**config.mk**
```make
export PLATFORM = sky130hd
export DESIGN_NAME = bsp_serial_port
export DESIGN_NICKNAME = d
export VERILOG_FILES = /design/src/hdl/bsp_serial_port.v /design/src/hdl/bsp_sync.v /design/src/hdl/bsp_fifo.v
export VERILOG_INCLUDE_DIRS = /design/src /design/src/common
export SDC_FILE = /design/constraint.sdc
export NUM_CORES = 1
export LEC_CHECK = 0
export ABC_AREA = 1
export BUFFER_PORTS_ARGS = -buffer_cell sky130_fd_sc_hd__buf_2
export CAP_MARGIN = 0
export CORE_ASPECT_RATIO = 1.2
export CORE_MARGIN = 2
export CORE_UTILIZATION = 59
export DETAILED_ROUTE_END_ITERATION = 7
export PLACE_DENSITY = 0.81
export SLEW_MARGIN = 30
export SYNTH_ARGS = -nofsm -noshare
export SYNTH_HDL_FRONTEND = slang
export SYNTH_SLANG_ARGS = --single-unit
```
**constraint.sdc**
```tcl
create_clock -name sys_clk -period 3.1 [get_ports sys_clk]
set_input_delay 0.31 -clock sys_clk [delete_from_list [all_inputs] [get_ports sys_clk]]
set_output_delay 0.31 -clock sys_clk [all_outputs]
set_load 0.05 [all_outputs]
```
**src/common/bsp_regs.vh**
```
// Purpose: constants for the bridge adc serial port block
// Assumes: sys_clk at 250 MHz, 24-bit serial words, 8-bit command byte
// Notes:   timing counts are given directly as cycle numbers, not derived from named times
//
// Summary of operation
// - reset clears every calibration register to its default and puts the port back into waiting for a command.
// - with the wiring-mode select low and chip select high the serial output is not driven.
// - the host shift clock alone paces the bits shifted out and the bits sampled in.
// - the serial input level is ignored whenever no bits are being shifted in.
// - wiring-mode select low gives 4/5-wire mode and high gives 3-wire mode.
// - in read-conversion-data state the ready output goes low once every 81,920 master clock cycles.
// - the ready output returns high once the host has shifted out every bit of pending data.
// - the ready output stays high while the output port loads, while calibrating and while asleep.
// - the word shifted out is a conversion result or a calibration value, chosen by the last command.
// - with wiring-mode select low the serial output is not driven while no bits are being sent.
// - polarity select low means unipolar and high means bipolar, with mid-scale between 7FFFF and 80000.
// - after the 24th shift clock edge falls a new filter convolution starts on the next master clock rise.
// - writing the sleep bit to one shuts the core down, and reset clears it to awake.
`ifndef BSP_REGS_VH
`define BSP_REGS_VH

`define BSP_WORD_W        24
`define BSP_CMD_W         8
`define BSP_RES_W         20
`define BSP_BIT_CNT_W     5
`define BSP_WORD_BITS     5'd24
`define BSP_CMD_BITS      5'd8
`define BSP_CONV_PERIOD   17'd81920
`define BSP_CONV_CNT_W    17
`define BSP_LOAD_CYCLES   3'd4
`define BSP_CAL_CYCLES    8'd200

// command byte layout: bit 7 write, bits 2:0 register select
`define BSP_CMD_WR_BIT    7
`define BSP_SEL_HI        2
`define BSP_SEL_LO        0
`define BSP_SEL_CONV      3'h0
`define BSP_SEL_CFG       3'h1
`define BSP_SEL_GAIN      3'h2
`define BSP_SEL_DAC       3'h3
`define BSP_SEL_OFS_A     3'h4
`define BSP_SEL_OFS_B     3'h5
`define BSP_SEL_OFS_C     3'h6
`define BSP_SEL_CAL       3'h7

// configuration word fields
`define BSP_CFG_SLEEP     0
`define BSP_CFG_RESTART   1

`define BSP_CFG_RST       24'h000000
`define BSP_GAIN_RST      24'h400000
`define BSP_DAC_RST       24'h000000
`define BSP_OFS_RST       24'h000000
`define BSP_MID_SCALE     20'h80000
`define BSP_RES_ZERO      20'h00000

`endif

```
**src/hdl/bsp_serial_port.v**
```verilog
// Purpose: serial command and data port of a bridge adc, device side
// Assumes: sys_clk 250 MHz; shift clock, chip select, serial in, master
//          clock and wiring-mode pin are asynchronous and are synchronised here; polarity select is not
// Notes:   bits are taken on the rising shift clock edge and launched on
//          the falling edge; msb first; 24-bit words after an 8-bit command
`timescale 1ns/1ps
`include "bsp_regs.vh"
module bsp_serial_port
(
  input  wire                  sys_clk,
  input  wire                  rst_n,
  input  wire                  shift_clk,
  input  wire                  chip_select_n,
  input  wire                  serial_in_line,
  input  wire                  wiring_mode_select,
  input  wire                  master_clock_in,
  input  wire                  polarity_select,
  input  wire                  adc_valid,
  output wire                  adc_ready,
  input  wire [`BSP_RES_W-1:0] adc_data,
  output reg                   serial_out_line,
  output wire                  serial_out_oe,
  output reg                   conversion_ready_n,
  output reg                   sleep_active,
  output reg                   calibrating,
  output reg                   filter_restart,
  output reg  [`BSP_WORD_W-1:0] cfg_word,
  output reg  [`BSP_WORD_W-1:0] gain_word,
  output reg  [`BSP_WORD_W-1:0] dac_word,
  output reg  [`BSP_WORD_W-1:0] ofs_a_word,
  output reg  [`BSP_WORD_W-1:0] ofs_b_word,
  output reg  [`BSP_WORD_W-1:0] ofs_c_word
);
  // port states, one-hot
  localparam ST_CMD  = 4'b0001;
  localparam ST_WIN  = 4'b0010;
  localparam ST_WOUT = 4'b0100;
  localparam ST_CAL  = 4'b1000;

  wire                   sclk_s;
  wire                   csn_s;
  wire                   sin_s;
  wire                   mode3_s;
  wire                   mclk_s;
  reg                    sclk_d;
  reg                    mclk_d;
  reg  [3:0]             state;
  reg  [`BSP_BIT_CNT_W-1:0] bit_cnt;
  reg  [`BSP_WORD_W-1:0] shreg;
  reg  [`BSP_CMD_W-1:0]  cmd;
  reg  [`BSP_CONV_CNT_W-1:0] conv_cnt;
  reg  [2:0]             load_cnt;
  reg  [7:0]             cal_cnt;
  reg  [`BSP_RES_W-1:0]  result;
  reg                    result_pend;
  reg                    restart_pend;
  reg                    transmitting;
  wire                   sclk_rise;
  wire                   sclk_fall;
  wire                   mclk_rise;
  wire                   selected;
  wire                   conv_tick;
  wire                   fifo_valid;
  wire [`BSP_RES_W-1:0]  fifo_data;
  wire                   fifo_take;
  wire [2:0]             cmd_sel;

  // signed to offset binary coding for bipolar results
  function [`BSP_RES_W-1:0] code_word;
    input [`BSP_RES_W-1:0] raw;
    input                  bipolar;
    begin
      code_word = bipolar ? (raw ^ `BSP_MID_SCALE) : raw;
    end
  endfunction

  // ------------------------------------------------------------
  // pin synchronisers
  // ------------------------------------------------------------
  bsp_sync u_sync_sclk (.sys_clk(sys_clk), .rst_n(rst_n), .async_in(shift_clk),          .sync_out(sclk_s));
  bsp_sync u_sync_csn  (.sys_clk(sys_clk), .rst_n(rst_n), .async_in(chip_select_n),      .sync_out(csn_s));
  bsp_sync u_sync_sin  (.sys_clk(sys_clk), .rst_n(rst_n), .async_in(serial_in_line),     .sync_out(sin_s));
  bsp_sync u_sync_mode (.sys_clk(sys_clk), .rst_n(rst_n), .async_in(wiring_mode_select), .sync_out(mode3_s));
  bsp_sync u_sync_mclk (.sys_clk(sys_clk), .rst_n(rst_n), .async_in(master_clock_in),    .sync_out(mclk_s));

  // ------------------------------------------------------------
  // result buffer between converter core and output port
  // ------------------------------------------------------------
  bsp_fifo #(.WIDTH(`BSP_RES_W), .DEPTH(4), .AW(2)) u_fifo
  (
    .sys_clk   (sys_clk),
    .rst_n     (rst_n),
    .in_valid  (adc_valid && !sleep_active),
    .in_ready  (adc_ready),
    .in_data   (adc_data),
    .out_valid (fifo_valid),
    .out_ready (fifo_take),
    .out_data  (fifo_data),
    .flush     (filter_restart)
  );

  // ------------------------------------------------------------
  // edge detection on synchronised pins
  // ------------------------------------------------------------
  always @(posedge sys_clk)
  begin
    if (!rst_n)
    begin
      sclk_d <= 1'b0;
      mclk_d <= 1'b0;
    end
    else
    begin
      sclk_d <= sclk_s;
      mclk_d <= mclk_s;
    end
  end

  // 3-wire mode ignores chip select, 4/5-wire needs it low
  assign selected  = mode3_s || !csn_s;
  assign sclk_rise = selected && sclk_s && !sclk_d;
  assign sclk_fall = selected && !sclk_s && sclk_d;
  assign mclk_rise = mclk_s && !mclk_d;
  assign conv_tick = mclk_rise && (conv_cnt == `BSP_CONV_PERIOD - 17'd1);
  assign cmd_sel   = cmd[`BSP_SEL_HI:`BSP_SEL_LO];
  // next result is pulled at a conversion tick once the previous one is gone and no load runs
  assign fifo_take = conv_tick && !result_pend && (load_cnt == 3'd0)
                     && !calibrating && !sleep_active;

  // pin is driven always in 3-wire mode, else only while sending
  assign serial_out_oe = mode3_s || (!csn_s && transmitting);

  // ------------------------------------------------------------
  // master clock divider paces output word updates
  // ------------------------------------------------------------
  always @(posedge sys_clk)
  begin
    if (!rst_n || filter_restart)
      conv_cnt <= {`BSP_CONV_CNT_W{1'b0}};
    else if (sleep_active)
      conv_cnt <= conv_cnt;
    else if (conv_tick)
      conv_cnt <= {`BSP_CONV_CNT_W{1'b0}};
    else if (mclk_rise)
      conv_cnt <= conv_cnt + 17'd1;
  end

  // ------------------------------------------------------------
  // output port load and ready flag
  // ------------------------------------------------------------
  always @(posedge sys_clk)
  begin
    if (!rst_n)
    begin
      result             <= `BSP_RES_ZERO;
      result_pend        <= 1'b0;
      load_cnt           <= 3'd0;
      conversion_ready_n <= 1'b1;
    end
    else
    begin
      if (fifo_take && fifo_valid)
      begin
        result   <= code_word(fifo_data, polarity_select);
        load_cnt <= `BSP_LOAD_CYCLES;
      end
      else if (load_cnt != 3'd0)
        load_cnt <= load_cnt - 3'd1;
      // high during load, calibration and sleep
      if (load_cnt != 3'd0 || calibrating || sleep_active)
      begin
        conversion_ready_n <= 1'b1;
        if (load_cnt == 3'd1)
          result_pend <= 1'b1;
      end
      else if (state == ST_WOUT && cmd_sel == `BSP_SEL_CONV && bit_cnt == `BSP_WORD_BITS)
      begin
        conversion_ready_n <= 1'b1;
        result_pend        <= 1'b0;
      end
      else if (result_pend && cmd_sel == `BSP_SEL_CONV)
        conversion_ready_n <= 1'b0;
    end
  end

  // ------------------------------------------------------------
  // serial port state machine
  // ------------------------------------------------------------
  always @(posedge sys_clk)
  begin
    if (!rst_n)
    begin
      state           <= ST_CMD;
      bit_cnt         <= {`BSP_BIT_CNT_W{1'b0}};
      shreg           <= {`BSP_WORD_W{1'b0}};
      cmd             <= {`BSP_CMD_W{1'b0}};
      transmitting    <= 1'b0;
      serial_out_line <= 1'b0;
      cal_cnt         <= 8'd0;
      calibrating     <= 1'b0;
      restart_pend    <= 1'b0;
      filter_restart  <= 1'b0;
      cfg_word        <= `BSP_CFG_RST;
      gain_word       <= `BSP_GAIN_RST;
      dac_word        <= `BSP_DAC_RST;
      ofs_a_word      <= `BSP_OFS_RST;
      ofs_b_word      <= `BSP_OFS_RST;
      ofs_c_word      <= `BSP_OFS_RST;
      sleep_active    <= 1'b0;
    end
    else
    begin
      filter_restart <= 1'b0;
      // restart waits for the next master clock rise
      if (restart_pend && mclk_rise)
      begin
        filter_restart <= 1'b1;
        restart_pend   <= 1'b0;
      end
      // a dropped select aborts a half-shifted word
      if (!selected && state != ST_CAL)
      begin
        state        <= ST_CMD;
        bit_cnt      <= {`BSP_BIT_CNT_W{1'b0}};
        transmitting <= 1'b0;
      end
      else
      begin
        case (state)
          ST_CMD:
          begin
            if (sclk_rise)
            begin
              shreg   <= {shreg[`BSP_WORD_W-2:0], sin_s};
              bit_cnt <= bit_cnt + 5'd1;
            end
            else if (bit_cnt == `BSP_CMD_BITS)
            begin
              cmd     <= shreg[`BSP_CMD_W-1:0];
              bit_cnt <= {`BSP_BIT_CNT_W{1'b0}};
              if (shreg[`BSP_CMD_WR_BIT])
                state <= ST_WIN;
              else if (shreg[`BSP_SEL_HI:`BSP_SEL_LO] == `BSP_SEL_CAL)
              begin
                state       <= ST_CAL;
                calibrating <= 1'b1;
                cal_cnt     <= `BSP_CAL_CYCLES;
              end
              else
              begin
                state <= ST_WOUT;
                case (shreg[`BSP_SEL_HI:`BSP_SEL_LO])
                  `BSP_SEL_CONV:  shreg <= {result, 4'h0};
                  `BSP_SEL_CFG:   shreg <= cfg_word;
                  `BSP_SEL_GAIN:  shreg <= gain_word;
                  `BSP_SEL_DAC:   shreg <= dac_word;
                  `BSP_SEL_OFS_A: shreg <= ofs_a_word;
                  `BSP_SEL_OFS_B: shreg <= ofs_b_word;
                  `BSP_SEL_OFS_C: shreg <= ofs_c_word;
                  default:        shreg <= {`BSP_WORD_W{1'b0}};
                endcase
              end
            end
          end
          ST_WIN:
          begin
            if (sclk_rise)
            begin
              shreg   <= {shreg[`BSP_WORD_W-2:0], sin_s};
              bit_cnt <= bit_cnt + 5'd1;
            end
            else if (sclk_fall && bit_cnt == `BSP_WORD_BITS)
            begin
              state   <= ST_CMD;
              bit_cnt <= {`BSP_BIT_CNT_W{1'b0}};
              case (cmd[`BSP_SEL_HI:`BSP_SEL_LO])
                `BSP_SEL_CFG:
                begin
                  cfg_word     <= shreg;
                  sleep_active <= shreg[`BSP_CFG_SLEEP];
                  restart_pend <= shreg[`BSP_CFG_RESTART];
                end
                `BSP_SEL_GAIN:  gain_word  <= shreg;
                `BSP_SEL_DAC:   dac_word   <= shreg;
                `BSP_SEL_OFS_A: ofs_a_word <= shreg;
                `BSP_SEL_OFS_B: ofs_b_word <= shreg;
                `BSP_SEL_OFS_C: ofs_c_word <= shreg;
                default:        cfg_word   <= cfg_word;
              endcase
            end
          end
          ST_WOUT:
          begin
            if (sclk_fall && bit_cnt != `BSP_WORD_BITS)
            begin
              transmitting    <= 1'b1;
              serial_out_line <= shreg[`BSP_WORD_W-1];
              shreg           <= {shreg[`BSP_WORD_W-2:0], 1'b0};
              bit_cnt         <= bit_cnt + 5'd1;
            end
            else if (sclk_fall)
            begin
              transmitting <= 1'b0;
              state        <= ST_CMD;
              bit_cnt      <= {`BSP_BIT_CNT_W{1'b0}};
            end
          end
          ST_CAL:
          begin
            if (cal_cnt == 8'd0)
            begin
              calibrating <= 1'b0;
              state       <= ST_CMD;
            end
            else
              cal_cnt <= cal_cnt - 8'd1;
          end
          default:
            state <= ST_CMD;
        endcase
      end
    end
  end
endmodule

```
**src/hdl/bsp_sync.v**
```verilog
// Purpose: two-flop synchroniser for one level
// Assumes: input asynchronous to sys_clk
// Notes:   first stage is read by the second stage only
`timescale 1ns/1ps
module bsp_sync
(
  input  wire sys_clk,
  input  wire rst_n,
  input  wire async_in,
  output reg  sync_out
);
  reg meta;

  // ------------------------------------------------------------
  // two stages
  // ------------------------------------------------------------
  always @(posedge sys_clk)
  begin
    if (!rst_n)
    begin
      meta     <= 1'b0;
      sync_out <= 1'b0;
    end
    else
    begin
      meta     <= async_in;
      sync_out <= meta;
    end
  end
endmodule

```
**src/hdl/bsp_fifo.v**
```verilog
// Purpose: small flip-flop fifo for result words
// Assumes: one clock, synchronous active-low reset
// Notes:   width and depth are parameters; depth a power of two
`timescale 1ns/1ps
module bsp_fifo
#(
  parameter WIDTH = 20,
  parameter DEPTH = 4,
  parameter AW    = 2
)
(
  input  wire             sys_clk,
  input  wire             rst_n,
  input  wire             in_valid,
  output wire             in_ready,
  input  wire [WIDTH-1:0] in_data,
  output wire             out_valid,
  input  wire             out_ready,
  output wire [WIDTH-1:0] out_data,
  input  wire             flush
);
  reg [WIDTH-1:0] mem [0:DEPTH-1];
  reg [AW-1:0]    wr_ptr;
  reg [AW-1:0]    rd_ptr;
  reg [AW:0]      count;
  wire            do_wr;
  wire            do_rd;

  // ------------------------------------------------------------
  // flags and handshake
  // ------------------------------------------------------------
  assign in_ready  = (count != DEPTH[AW:0]);
  assign out_valid = (count != {(AW+1){1'b0}});
  assign out_data  = mem[rd_ptr];
  assign do_wr     = in_valid && in_ready;
  assign do_rd     = out_valid && out_ready;

  // ------------------------------------------------------------
  // storage and pointers
  // ------------------------------------------------------------
  always @(posedge sys_clk)
  begin
    if (!rst_n || flush)
    begin
      wr_ptr <= {AW{1'b0}};
      rd_ptr <= {AW{1'b0}};
      count  <= {(AW+1){1'b0}};
    end
    else
    begin
      if (do_wr)
      begin
        mem[wr_ptr] <= in_data;
        wr_ptr      <= wr_ptr + 1'b1;
      end
      if (do_rd)
        rd_ptr <= rd_ptr + 1'b1;
      if (do_wr && !do_rd)
        count <= count + 1'b1;
      else if (do_rd && !do_wr)
        count <= count - 1'b1;
    end
  end
endmodule

```
Word-level counts from Yosys, hierarchy flattened
Memories as Yosys holds them, arrays and structs flattened. A register that Yosys moved wholly into a read port is not among the register bits.
Index checks and enable logic that the tools add are counted.
{"block": "word_totals", "in_bits": 29, "ramBits": 80, "output_inout_bits": 151, "word_cells": 228, "register_bits": 255, "mem_count": 1}
{"memory": "u_fifo.mem", "depth": 4, "word_bits": 20, "read_ports": 1, "rd_clocked_by_memory_dff": 1, "wr": 1, "line_no": "bsp_fifo.v:22", "rtl": "reg [WIDTH-1:0] mem [0:DEPTH-1];"}
{"block": "op_classes", "eq_ne": 42, "bitwise_logic": 5, "n_mux": 61, "addsub": 8, "reduce_logical": 72}
{"operator": "one-hot mux 24 bit (7 select lines)", "n": 1}
{"operator": "2-to-1 mux 24 bit", "n": 6}
{"operator": "one-hot mux 24 bit (3 select lines)", "n": 1}
{"operator": "2-to-1 mux 8 bit", "n": 5}
{"operator": "2-to-1 mux 4 bit", "n": 9}
{"operator": "AND reduction 5 bit", "n": 7}
{"operator": "2-to-1 mux 17 bit", "n": 2}
{"operator": "2-to-1 mux 5 bit", "n": 6}
{"operator": "AND reduction 7 bit", "n": 4}
{"operator": "logical AND 1 bit", "n": 23}
{"operator": "inequality test 2 bit (second input constant)", "n": 11}
{"operator": "equality test 3 bit (second input constant)", "n": 7}
{"operator": "2-to-1 mux 1 bit", "n": 20}
{"operator": "2-to-1 mux 20 bit", "n": 1}
{"operator": "adder 17 x 1 -> 17 bit (second input constant)", "n": 1}
{"operator": "equality test 17 bit (second input constant)", "n": 1}
{"operator": "one-hot mux 4 bit (4 select lines)", "n": 1}
{"operator": "one-hot mux 8 bit (2 select lines)", "n": 1}
{"operator": "inequality test 3 bit (second input constant)", "n": 5}
{"operator": "one-hot mux 5 bit (3 select lines)", "n": 1}
{"operator": "equality test 3 x 2 -> 1 bit (second input constant)", "n": 4}
{"operator": "2-to-1 mux 3 bit", "n": 4}
{"operator": "nonzero test 2 bit", "n": 6}
{"operator": "zero test 1 bit", "n": 11}
{"operator": "other kinds (28)", "n": 50}

Logic depth before layout (Yosys ltp)
{"block": "depth", "ltp_word": 11, "ltp_mapped": 16, "ltp_nobuf": 15}

By module
Synthesis repeated with hierarchy kept, for this count alone.
{"block": "unflattened", "cells_unflattened": 2045, "hier_area_um2": 15229.6}
{"module": "bsp_serial_port", "area_each_um2": 11486.0, "n_inst": 1, "cells_each": 1751, "seq_area_each_um2": 4744.6}
{"module": "bsp_fifo", "area_each_um2": 3468.3, "n_inst": 1, "cells_each": 264, "seq_area_each_um2": 2582.5}
{"module": "bsp_sync", "area_each_um2": 55.1, "n_inst": 5, "cells_each": 6, "seq_area_each_um2": 40.0}

Worst setup path before layout
No wires, ideal clock.
{"block": "synth_path", "path_type": "register to register", "start": "reg, netlist name cfg_word[0]", "end": "reg u_fifo.count[2]", "synth_period_minus_slack_ns": 2.400, "slack_ns": 0.700, "required_ns": 3.030, "arrival_ns": 2.330, "setup_time_ns": 0.070, "path_buffers": 1, "path_stages_with_launch": 14, "path_cell_list": "dfxtp_1 > nor3_2 > nand2_1 > nor2_1 > nand2_1 > buf_2 > ha_1 > inv_1 > fa_1 > nor2_1 > nor2_1 > nand2_1 > o21ai_0 > a21oi_1"}
{"element": "end signal, assigned", "line_no": "bsp_fifo.v:47", "rtl": "count <= {(AW+1){1'b0}};"}
{"element": "end signal, assigned", "line_no": "bsp_fifo.v:59", "rtl": "count <= count + 1'b1;"}
{"element": "end signal, assigned", "line_no": "bsp_fifo.v:61", "rtl": "count <= count - 1'b1;"}
{"element": "end, declared", "line_no": "bsp_fifo.v:25", "rtl": "reg [AW:0] count;"}

Worst setup path after layout
{"block": "layout_path", "start": "reg bit_cnt[0]", "end": "reg gain_word[2]"}
{"block": "layout_via", "elab_chain_cells": 3}
{"element": "start, declared", "line_no": "bsp_serial_port.v:48", "rtl": "reg [`BSP_BIT_CNT_W-1:0] bit_cnt;"}
{"element": "start signal, assigned", "line_no": "bsp_serial_port.v:194", "rtl": "bit_cnt <= {`BSP_BIT_CNT_W{1'b0}};"}
{"element": "start signal, assigned", "line_no": "bsp_serial_port.v:224", "rtl": "bit_cnt <= {`BSP_BIT_CNT_W{1'b0}};"}
{"element": "start signal, assigned", "line_no": "bsp_serial_port.v:235", "rtl": "bit_cnt <= bit_cnt + 5'd1;"}
{"element": "equality test 5 bit (no line)"}
{"element": "logical AND 1 bit (no line)"}
{"element": "AND reduction 5 bit (no line)"}
{"element": "end signal, assigned", "line_no": "bsp_serial_port.v:204", "rtl": "gain_word <= `BSP_GAIN_RST;"}
{"element": "end signal, assigned", "line_no": "bsp_serial_port.v:283", "rtl": "`BSP_SEL_GAIN: gain_word <= shreg;"}
{"element": "end, declared", "line_no": "bsp_serial_port.v:28", "rtl": "output reg [`BSP_WORD_W-1:0] gain_word,"}
Every way passes these cells.
A chain may end at the register's enable or synchronous reset.

==> results_dict.tcl <==
set metrics [dict create \
    grt_pass1_wl_microns 68600 \
    coreArea_sq_mm 0.0255 \
    maxCapViolCount 0 \
    yosys.area_share.simple 0.320 \
    ys_seq_area_frac 0.492 \
    initial_core_util 0.601 \
    slew_headroom 0.330 \
    drt-pass1-iter-count 6 \
    netlist_top_cells_area "dfxtp_1, edfxtp_1, nand2_1" \
    p_per_area_mw_per_mm2 640 \
    cts_tree "done" \
    dpl_cell_area_sq_mm 0.0162 \
    maxSlewViolCount 0 \
    yosys_warnings 0 \
    die_y_microns 180 \
    cts_sinks 336 \
    clk_pin_slew_ns 0.06 \
    fin_crit_ns 2.49 \
    fin_crit_sh 0.802 \
    max_freq_mhz 402 \
    leakagePower_nw 7.58 \
    netlist_area_sq_mm 0.0153 \
    stdcell_area_sq_mm 0.0174 \
    ctsHoldBuffers 7 \
    dp_cells 2485 \
    num_vias 14600 \
    yosysUniqueCellTypes 36 \
    reg2reg_slack_ns 0.61 \
    skew_ns 0.0164 \
    mostFrequentLayoutCells "nand2_1, nor2_1, dfxtp_1" \
    startpoint_type "flip-flop" \
    synth_compound_area_frac 0.0926 \
    nFillCells 2059 \
    layout-drive-gt1-share 0.129 \
    num-nets-final 2242 \
    cts-htree-levels 2 \
    avgViaCountPerCell 5.73 \
    dp_slack_ns 0.715 \
    worstPathArrival_ns 2.92 \
    syn-num-nets 2133 \
    worst_slack_ns 0.615 \
    portBuffers 179 \
    synthAdderAreaFrac 0.0119 \
    crit_required_ns 3.53 \
    grt_pass1_vias 13400 \
    synth_largest_area_cell "dfxtp_1" \
    vdd.ir_drop.worst_mv 0.493 \
    whs_ns 0.0186 \
    ant_nets 0 \
    fin_util 0.685 \
    worst_pin_slew_ns 1.00 \
    die_area_sq_mm 0.0272 \
    fp-row-count 64 \
    rsz0062_at_grt "no" \
    finalPower_mw 11.2 \
    crit_type "reg2reg" \
    stdcell_count 2553 \
    crit_fanout 26 \
    hold_violations 0 \
    cts_setup_buffers 0 \
    die_w_microns 151 \
    gp_congestion 0.890 \
    syn-instance-count 2090 \
    diodes 0 \
    setup_viol 0 \
    crit_path_end_kind "flip-flop" \
    hp-class "in2reg" \
    syn_avg_cell_area_sq_um 7.32 \
    synthMuxAreaShare 0.000655 \
    io-pin-count 180 \
    status "complete, no violations" \
    synth_top_family_by_area "simple AND/OR/NAND/NOR gates" \
    drtIter0Drc 1463 \
    avgRoutedWirePerCell_microns 16.9 \
    synth_seq_cells 336 \
    cts_root_buffer "clkbuf_16" \
    post_cts_resized 0 \
    gr-total-overflow 0 \
    drc 0 \
    cts_buffer_depth 3 \
    yosys.area.top_type_share 0.335 \
    synth_xor_xnor_area_share 0.00573 \
    dpl.hpwl_microns 27700 \
    grt_usage 0.311 \
    final_common_cell "nand2_1" \
    wl_microns 43200 \
    tns_ns 0 \
    numCtsBuffers 35 \
    area_delta_synth_final_pct 14.1 \
    clock_latency_ns 0.52 \
    antenna_found_initial 0 \
    grt_start_max_net_pins 154 \
]
worst max-delay path, stage by stage (launching register included):
cell and delay, ns:
dfxtp_1 0.34, inv_1 0.09, ha_1 0.19, nand4_2 0.16, nor2_2 0.18, nand2_1 0.09, inv_2 0.33, nand2_4 0.30
inv_2 0.44, nand2_1 0.11, a21oi_1 0.17
cells in the mapped netlist, drive strengths merged:
master,n
xor2,6
o211ai,1
nor3,18
nand4,112
mux2i,1
fa,1
buf,71
edfxtp,80
inv,141
ha,13
clkinv,4
nor2,285
nor4,1
o22ai,19
dfxtp,256
a21oi,174
and3,1
clkbuf,70
nand2,642
o21ai,82
o2111ai,1
nor3b,2
xnor2,4
nand3,105
report_power, final:
| group | leakage [nW] | internal (mW) | switching (mW) |
|---|---|---|---|
| Clock | 0.568 | 2.62 | 1.66 |
| Combinational | 4.21 | 0.494 | 1.40 |
| Sequential | 2.80 | 4.68 | 0.303 |
final cells by class:
class,instances,area (sq um),area share
clock inverters,11,153,0.00875
repair buffers,213,1180,0.0677
well taps,330,413,0.0237
clock buffers,50,1020,0.0587
flip-flops and latches,336,7530,0.432
multi-input cells,1468,6600,0.378
inverters,145,548,0.0314
flip-flops by register name, indices dropped and copies added, names as in the netlist, 24 cells and up, named ones only:
| name | cells |
|---|---|
| u_fifo.mem | 80 |
| ofs_a_word | 24 |
| gain_word | 24 |
| dac_word | 24 |
| shreg | 24 |
| ofs_b_word | 24 |
| ofs_c_word | 24 |
| cfg_word | 24 |
kinds of logic after synthesis:
group,count (synthesis)
AND/OR/NAND/NOR,1166
flip-flops,336
buffers and inverters,286
AO/OA/AOI/OAI,277
adder cells (fa/ha/maj),14
XOR/XNOR,10
multiplexers,1
path summary, 6_finish.rpt:
kind                                from  cells after the start                              end
max              bit_cnt[0]$_SDFFE_PP0P_                     10        gain_word[2]$_SDFFE_PN0P_
min                         adc_data[18]                      1      u_fifo.mem[3][18]$_DFFE_PP_
max reg2reg      bit_cnt[0]$_SDFFE_PP0P_                     10        gain_word[2]$_SDFFE_PN0P_
min reg2reg  u_sync_mode.meta$_SDFF_PN0_                      2  u_sync_mode.sync_out$_SDFF_PN0_
layer usage:
metal,GRT usage,up-vias,part of all wire
met4,0.124,0,0.035
met5,0,-,0
li1,-,7021,-
met2,0.503,752,0.47
met1,0.405,6724,0.40
met3,0.0684,127,0.10
No activity file was read; power rests on OpenSTA's default activity.
